### config.mk
export PLATFORM = sky130hd
export DESIGN_NAME = misv_top
export DESIGN_NICKNAME = d
export VERILOG_FILES = /design/src/logic/misv_pkg.sv /design/src/logic/misv_top.sv
export SDC_FILE = /design/constraint.sdc
export NUM_CORES = 1
export LEC_CHECK = 0
export ABC_AREA = 1
export BUFFER_PORTS_ARGS = -buffer_cell sky130_fd_sc_hd__buf_2
export CAP_MARGIN = 40
export CORE_ASPECT_RATIO = 0.75
export CORE_MARGIN = 4
export CORE_UTILIZATION = 57
export CTS_BUF_LIST = sky130_fd_sc_hd__clkbuf_8
export DETAILED_ROUTE_END_ITERATION = 10
export PLACE_DENSITY_LB_ADDON = 0.1
export SLEW_MARGIN = 10
export SYNTH_ARGS = -nofsm -noshare
export SYNTH_HDL_FRONTEND = slang
export SYNTH_SLANG_ARGS = --single-unit
### constraint.sdc
create_clock -name pclk -period 2.2 [get_ports pclk]
set_input_delay 0.11 -clock pclk [delete_from_list [all_inputs] [get_ports pclk]]
set_output_delay 0.11 -clock pclk [all_outputs]
set_load 0.01 [all_outputs]
### src/logic/misv_pkg.sv
// misv_pkg: constants and carrier types for the monitored input status block
package misv_pkg;

  // ----------------------------------------------------------------
  // geometry
  // ----------------------------------------------------------------
  localparam int MISV_POINTS = 16; // input points per module
  localparam int MISV_AW = 8; // apb address width
  localparam int MISV_DW = 32; // apb data width

  // ----------------------------------------------------------------
  // register byte offsets
  // ----------------------------------------------------------------
  localparam logic [7:0] MISV_OFS_INPUT = 8'h00; // ro: packed switch states
  localparam logic [7:0] MISV_OFS_LINE = 8'h04; // ro: packed line-fault-ok states
  localparam logic [7:0] MISV_OFS_LMD = 8'h08; // rw: line monitor device fitted per point
  localparam logic [7:0] MISV_OFS_CTRL = 8'h0C; // rw/pulse: test enable, voted reset
  localparam logic [7:0] MISV_OFS_FAULT = 8'h10; // ro: module fault bit
  localparam logic [7:0] MISV_OFS_ISTAT = 8'h14; // ro: sticky event status
  localparam logic [7:0] MISV_OFS_ICLR = 8'h18; // wo: write one to clear status
  localparam logic [7:0] MISV_OFS_IEN = 8'h1C; // rw: event enable

  // ----------------------------------------------------------------
  // field positions and reset values
  // ----------------------------------------------------------------
  localparam int MISV_CTRL_TEST_EN = 0; // ctrl: automatic test enable
  localparam int MISV_CTRL_VRESET = 1; // ctrl: voted reset pulse
  localparam int MISV_EV_FAULT = 0; // event: module fault raised
  localparam int MISV_EV_LINE = 1; // event: some line went faulty
  localparam int MISV_EVENTS = 2; // number of event bits
  localparam logic [15:0] MISV_LMD_RST = 16'h0000; // no monitor devices assumed
  localparam logic MISV_TEST_EN_RST = 1'b1; // self test runs from reset
  localparam int MISV_TEST_GAP = 1024; // cycles between test steps

  // ----------------------------------------------------------------
  // carrier types
  // ----------------------------------------------------------------
  // comparator view of the field wiring, one bit per point, bit 0 is point one
  typedef struct packed {
    logic [15:0] current_on; // current above on/off threshold
    logic [15:0] wire_open; // current below open threshold
    logic [15:0] wire_short; // current above short threshold
  } misv_field_type;

  // self test sequencer states
  typedef enum logic [1:0] {
    MISV_ST_WAIT,
    MISV_ST_DRIVE,
    MISV_ST_CHECK
  } misv_state_type;

endpackage : misv_pkg

### src/logic/misv_top.sv
// misv_top: point status readout, line monitoring, self test and apb registers
//
// Decided for this implementation: the placing of the registers and the APB register port.
`timescale 1ns/1ps
// Notes on behaviour
// switch closed, current flows, point reads one
// fitted monitor and clean wiring give line ok
// fault or missing monitor clears line ok
// open wiring reads off, short reads on
// self test failure sets module fault bit
// controller: dual energized clears when both off
// controller: energized vote follows healthy survivor
// controller: dual de-energized sets when both on
// controller: de-energized vote follows healthy survivor
// voted reset clears module fault bit
// controller: triple modules vote two of three
// controller: alarm operators on any line fault
// line faults unlatched, never set module fault
// point one in bit zero, sixteen msb
// controller: faulted module excluded until voted reset
module misv_top
  import misv_pkg::*;
#(
  parameter int TEST_GAP = MISV_TEST_GAP
) (
  // clock and reset
  input wire logic pclk,
  input wire logic presetn,
  // apb slave
  input wire logic psel,
  input wire logic penable,
  input wire logic pwrite,
  input wire logic [MISV_AW-1:0] paddr,
  input wire logic [MISV_DW-1:0] pwdata,
  output logic [MISV_DW-1:0] prdata,
  output logic pready,
  output logic pslverr,
  // field comparators
  input wire misv_field_type field,
  input wire logic [15:0] test_echo,
  output logic [15:0] test_drive,
  // status to controller
  output logic [15:0] input_state,
  output logic [15:0] line_ok,
  output logic module_fault_bit,
  output logic irq
);

  // ----------------------------------------------------------------
  // declarations
  // ----------------------------------------------------------------
  logic [15:0] input_state_q; // packed switch states
  logic [15:0] line_ok_q; // packed line-fault-ok states
  logic [15:0] input_state_d; // decoded switch states
  logic [15:0] line_ok_d; // decoded line states
  logic [15:0] lmd_q; // monitor device fitted per point
  logic test_en_q; // automatic test enable
  logic fault_q; // module fault bit
  logic [MISV_EVENTS-1:0] istat_q; // sticky events
  logic [MISV_EVENTS-1:0] ien_q; // event enables
  logic [MISV_EVENTS-1:0] ev_set; // event pulses this cycle
  logic irq_q; // interrupt level
  logic [MISV_DW-1:0] prdata_q; // read data
  logic pready_q; // access phase answer
  logic pslverr_q; // unmapped access
  logic wr_en; // write takes effect
  logic vreset; // voted reset pulse
  logic mismatch; // self test failure seen
  misv_state_type state_q; // test sequencer
  logic [15:0] gap_q; // cycles to next test step
  logic [3:0] walk_q; // point under test
  logic [15:0] drive_q; // test pattern out

  // address is one of the mapped words
  function automatic logic misv_mapped(input logic [MISV_AW-1:0] a);
    misv_mapped = (a == MISV_OFS_INPUT) || (a == MISV_OFS_LINE) || (a == MISV_OFS_LMD) ||
                  (a == MISV_OFS_CTRL) || (a == MISV_OFS_FAULT) || (a == MISV_OFS_ISTAT) ||
                  (a == MISV_OFS_ICLR) || (a == MISV_OFS_IEN);
  endfunction : misv_mapped

  // ----------------------------------------------------------------
  // per point decode
  // ----------------------------------------------------------------
  for (genvar i = 0; i < MISV_POINTS; i++) begin : g_point
    // short forces on, open without short forces off, else the switch current
    assign input_state_d[i] = field.wire_short[i] |
                              (field.current_on[i] & ~field.wire_open[i]);
    // ok only with a fitted monitor and clean wiring
    assign line_ok_d[i] = lmd_q[i] & ~field.wire_open[i] & ~field.wire_short[i];
  end

  // status words follow the field every cycle, nothing latched
  always_ff @(posedge pclk or negedge presetn) begin
    if (!presetn) begin
      input_state_q <= '0;
      line_ok_q <= '0;
    end else begin
      input_state_q <= input_state_d;
      line_ok_q <= line_ok_d;
    end
  end

  // ----------------------------------------------------------------
  // apb slave
  // ----------------------------------------------------------------
  assign wr_en = psel & penable & pready_q & pwrite;
  assign vreset = wr_en & (paddr == MISV_OFS_CTRL) & pwdata[MISV_CTRL_VRESET];

  // zero wait state: answer in the first access cycle
  always_ff @(posedge pclk or negedge presetn) begin
    if (!presetn) begin
      pready_q <= 1'b0;
      pslverr_q <= 1'b0;
      prdata_q <= '0;
    end else begin
      pready_q <= psel & ~penable;
      pslverr_q <= psel & ~penable & ~misv_mapped(paddr);
      if (psel && !penable && !pwrite) begin
        // read data is captured during setup
        unique case (paddr)
          MISV_OFS_INPUT: prdata_q <= {16'h0000, input_state_q};
          MISV_OFS_LINE: prdata_q <= {16'h0000, line_ok_q};
          MISV_OFS_LMD: prdata_q <= {16'h0000, lmd_q};
          MISV_OFS_CTRL: prdata_q <= {31'h0, test_en_q};
          MISV_OFS_FAULT: prdata_q <= {31'h0, fault_q};
          MISV_OFS_ISTAT: prdata_q <= {30'h0, istat_q};
          MISV_OFS_IEN: prdata_q <= {30'h0, ien_q};
          default: prdata_q <= '0; // clear register and holes read zero
        endcase
      end else if (!psel) begin
        prdata_q <= '0;
      end
    end
  end

  // software writable configuration
  always_ff @(posedge pclk or negedge presetn) begin
    if (!presetn) begin
      lmd_q <= MISV_LMD_RST;
      test_en_q <= MISV_TEST_EN_RST;
      ien_q <= '0;
    end else if (wr_en) begin
      if (paddr == MISV_OFS_LMD) lmd_q <= pwdata[15:0];
      if (paddr == MISV_OFS_CTRL) test_en_q <= pwdata[MISV_CTRL_TEST_EN];
      if (paddr == MISV_OFS_IEN) ien_q <= pwdata[MISV_EVENTS-1:0];
    end
  end

  // ----------------------------------------------------------------
  // automatic self test
  // ----------------------------------------------------------------
  assign mismatch = (state_q == MISV_ST_CHECK) && (test_echo != drive_q);

  // walk a single test bit over the points, check the echo next cycle
  always_ff @(posedge pclk or negedge presetn) begin
    if (!presetn) begin
      state_q <= MISV_ST_WAIT;
      gap_q <= '0;
      walk_q <= '0;
      drive_q <= '0;
    end else begin
      unique case (state_q)
        MISV_ST_WAIT: begin
          drive_q <= '0;
          if (!test_en_q) begin
            gap_q <= '0; // hold off while disabled
          end else if (gap_q == 16'(TEST_GAP - 1)) begin
            gap_q <= '0;
            drive_q <= 16'h0001 << walk_q;
            state_q <= MISV_ST_DRIVE;
          end else begin
            gap_q <= gap_q + 16'h0001;
          end
        end
        MISV_ST_DRIVE: state_q <= MISV_ST_CHECK; // let the echo settle
        MISV_ST_CHECK: begin
          drive_q <= '0;
          walk_q <= walk_q + 4'h1;
          state_q <= MISV_ST_WAIT;
        end
      endcase
    end
  end

  // module fault: set by test failure only, cleared by voted reset, set wins
  always_ff @(posedge pclk or negedge presetn) begin
    if (!presetn) begin
      fault_q <= 1'b0;
    end else if (mismatch) begin
      fault_q <= 1'b1;
    end else if (vreset) begin
      fault_q <= 1'b0;
    end
  end

  // ----------------------------------------------------------------
  // events and interrupt
  // ----------------------------------------------------------------
  assign ev_set[MISV_EV_FAULT] = mismatch & ~fault_q;
  assign ev_set[MISV_EV_LINE] = |(line_ok_q & ~line_ok_d);

  // sticky status, clear by write one, set wins
  always_ff @(posedge pclk or negedge presetn) begin
    if (!presetn) begin
      istat_q <= '0;
    end else if (wr_en && paddr == MISV_OFS_ICLR) begin
      istat_q <= (istat_q & ~pwdata[MISV_EVENTS-1:0]) | ev_set;
    end else begin
      istat_q <= istat_q | ev_set;
    end
  end

  // interrupt level from enabled status
  always_ff @(posedge pclk or negedge presetn) begin
    if (!presetn) irq_q <= 1'b0;
    else irq_q <= |(istat_q & ien_q);
  end

  // ----------------------------------------------------------------
  // outputs
  // ----------------------------------------------------------------
  assign prdata = prdata_q;
  assign pready = pready_q;
  assign pslverr = pslverr_q;
  assign test_drive = drive_q;
  assign input_state = input_state_q;
  assign line_ok = line_ok_q;
  assign module_fault_bit = fault_q;
  assign irq = irq_q;
endmodule : misv_top

==> summary.md <==
| Metric | Value |
|---|---|
| CP Capture Type | `flip-flop` |
| Placed Area | `6917 µm²` |
| Most common cell after layout, fill and taps aside | `nand2_1` |
| Clock latency on the worst-skew pair | `0.37 ns` |
| Placer Congestion | `0.8763` |
| Initial DRT Pass Iterations | `5` |
| Max_slew headroom | `0.5005` |
| Ratio of cells with drive above 1 in the final layout | `0.2438` |
| Slowest CP cell | `dfrtp_1` |
| Crit path required time | `2.46 ns` |
| Die area | `12380 µm²` |
| Finished Cell Area | `7774 µm²` |
| Cell breakdown of the critical path | `ha_1, nand3_1, nor2_2, nand3_2, nand2_1, nand2_1, inv_1, nor2_1` |
| Rows | `32` |
| WHS Endpoint | `line_ok[15]$_DFF_PN0_` |
| Diodes inserted | `0` |
| Leading area contributor after synthesis | `dfrtp_1` |
| Die W | `127.1 µm` |
| Drt wl/cell | `14.29 µm` |
| Startpoint types | `flip-flop` |
| CP arrival | `1.97 ns` |
| ANT nets after route | `0` |
| Clock Tree Buf Depth | `2` |
| GRT Overall Usage | `0.2744` |
| Initial antenna violation count | `0` |
| Area growth from synthesis to layout | `28.13%` |
| Ys flop type | `dfrtp_1` |
| Number of vias per cell | `5.107` |
| Synth Area in Compound Gates | `0.09115` |
| Post-Synth Adder-Cell Area | `0.02062` |
| CTS tree | `yes` |
| Worst r2r src | `gap_q[0]$_DFFE_PN0P_` |
| Global-route wire length before repair | `27.78 mm` |
| EDFF count, synth | `0` |
| Crit path buf inv count | `1` |
| Clock root buffer | `clkbuf_8` |
| Multiplexer share of the synthesized area | `0` |
| Reg2reg path depth | `8` |
| CP Max Fanout | `6` |
| Core ar. | `10330 µm²` |
| Vias after detailed routing | `5847` |
| Synthesis warning total | `0` |
| Worst VDD drop | `0.4314 mV` |
| Routed wire length | `16.36 mm` |
| CTS Buf Count | `9` |
| Iteration-0 DRC Markers | `456` |
| Final WS setup | `0.4856 ns` |
| Net count, final | `1124` |
| Pin count of the biggest net entering global routing | `67` |
| Total of max-cap violations | `0` |
| Reg2Reg Capture Point | `gap_q[13]$_DFFE_PN0P_` |
| Initial Util | `0.5873` |
| Largest family of logic cells by synthesized area | `simple AND/OR/NAND/NOR gates` |
| Hold Violations, Final | `0` |
| Slew at the pin closest to its max-slew limit | `0.7485 ns` |
| Core Util, Final | `0.7525` |
| Most common cell on crit path | `nand2_1` |
| Area contributors post-synth | `dfrtp_1 (45%), nand2_1 (15%), inv_1 (7.7%)` |
| Top cell family by delay on the critical path | `simple AND/OR/NAND/NOR gates` |
| # DRC | `0` |
| Port bufs | `160` |
| Fin cells | `1145` |
| Cts repair resizes | `0` |
| Final min period | `1.714 ns` |
| Crit-path max cell delay | `0.38 ns` |
| Status | `completed` |
| Skew final | `0.007635 ns` |
| Sequential area share after synthesis | `0.4580` |
| Asr flop ratio synth | `1.000` |
| Synthesized flop and latch total | `111` |
| Grt ovf | `0` |
| Avg Inst Size Synth | `7.798 µm²` |
| P_leak | `4.260 nW` |
| Period utilization | `0.7793` |
| Final Setup Violations | `0` |
| FF-to-FF setup slack | `0.49 ns` |
| Total clock sinks | `111` |
| Most frequent cells in the layout | `nand2_1 (239), buf_2 (159), inv_1 (126)` |
| DIE HEIGHT | `97.35 µm` |
| Setup TNS | `0 ns` |
| Yosys top cell area share | `0.4537` |
| F_max | `583.3 MHz` |
| Library cells used by synthesis | `41` |
| RSZ-0062 raised after global routing | `no` |
| Worst-path clk slew | `0.10 ns` |
| Vias in the first global route | `5854` |
| WHS Path Cells | `4` |
| Cells after DPL | `1064` |
| Cells after synthesis | `778` |
| HP Class | `primary input to flip-flop` |
| Setup CP Type | `flip-flop to flip-flop` |
| HP Start | `field[31]` |
| Synth Area in XOR/XNOR | `0.01155` |
| Final Max Tran Viols | `0` |
| IO Count | `193` |
| Mapped Area | `6067 µm²` |
| # H-tree levels | `3` |
| Post-synthesis simple-gate area fraction | `0.2988` |
| Place WS | `0.5094 ns` |
| DP HPWL | `11.17 mm` |
| Pwr/cell area | `486.3 nW/µm²` |
-- worst reg2reg max path, delay by kind of cell (launching register included) --
| family | cells | cell delay [ns] |
|---|---|---|
| and+or+nand+nor | 6 | 0.78 |
| DFF | 1 | 0.38 |
| adders and majority gates | 1 | 0.25 |
| buffers and inverters | 1 | 0.19 |
-- stage by stage --
step | hold WS, ns | total power [mW]
detailed placement | -0.005695 | 2.474
finish | 0.02583 | 3.781
global placement | -0.003426 | 2.461
floorplan | -0.1856 | 2.287
CTS | 0.007347 | 3.805
global route | 0.02498 | 3.933
-- sequential cells by signal, indices dropped and copies added, names as in the netlist, 2 cells and up --
signal       flops
gap_q           16
ien_q            2
input_state     16
istat_q          2
line_ok         16
lmd_q           16
prdata          16
state_q          2
test_drive      16
walk_q           4
-- report_power, final --
group	total (mW)	internal, mW	switching [mW]
clock network	1.24	0.554	0.684
logic	0.447	0.211	0.236
registers	2.10	2.07	0.0228
total	3.78	2.84	0.942
-- routing by layer --
metal  part of all wire  vias up  track usage  routed length, µm
li1                   -     2824            -                  -
met1               0.43     2750       0.3700               7045
met2               0.47      239       0.4500               7734
met3              0.075       34      0.06099               1220
met4              0.022        0      0.07337                357
met5                  0        -            0                  0
-- worst max path at each step --
stage | startpoint | end | slack, ns | cells past startpoint
after floorplan | state_q[0]$_DFFE_PN0P_ | gap_q[13]$_DFFE_PN0P_ | 0.75 | 12
after global placement | state_q[0]$_DFFE_PN0P_ | test_drive[4]$_DFFE_PN0P_ | 0.54 | 5
after detailed placement | gap_q[0]$_DFFE_PN0P_ | gap_q[13]$_DFFE_PN0P_ | 0.51 | 8
after CTS | gap_q[1]$_DFFE_PN0P_ | gap_q[13]$_DFFE_PN0P_ | 0.50 | 8
after global routing | gap_q[0]$_DFFE_PN0P_ | test_drive[15]$_DFFE_PN0P_ | 0.28 | 7
final | gap_q[0]$_DFFE_PN0P_ | gap_q[13]$_DFFE_PN0P_ | 0.49 | 8
-- cell families after synthesis --
kind of cell,count (synthesis)
AND/OR/NAND/NOR,406
buffers and inverters,161
flip-flops,111
AO/OA/AOI/OAI,81
adder cells (fa/ha/maj),10
XOR/XNOR,8
other,1
-- layout make-up --
cell class	instances	area (µm²)
multi-input cells	521	2621
fillers	754	2556
repair buffers	230	1506
clock buffers	10	137.6
well taps	136	170.2
clock inverters	5	58.81
flip-flops and latches	111	2779
inverters	132	500.5
-- timing repair --
item,4_1_cts,5_1_grt
setup endpoints to repair,0,0
hold endpoints to repair,155,0
hold buffers,66,0
buffers inserted,0,0
-- cell usage after synthesis (2+ instances only) --
cell type,n
o31ai_1,3
buf_4,19
o21ai_2,3
inv_2,5
buf_6,5
o21ai_0,28
a21boi_0,2
nor3_1,9
a21oi_2,12
nor2_2,18
nor2_4,7
nor2_1,63
nand3b_1,2
nand2_1,239
nand3_1,42
inv_1,125
o22ai_1,3
nand3_2,3
o21ai_1,10
dfrtp_1,110
nand2_4,2
o211ai_2,5
ha_1,10
buf_2,4
inv_4,2
nand2_2,5
o21bai_1,4
nand4_1,11
xor2_1,7
o211ai_1,7
nor3_2,3
(Power assumes the default switching activity.)
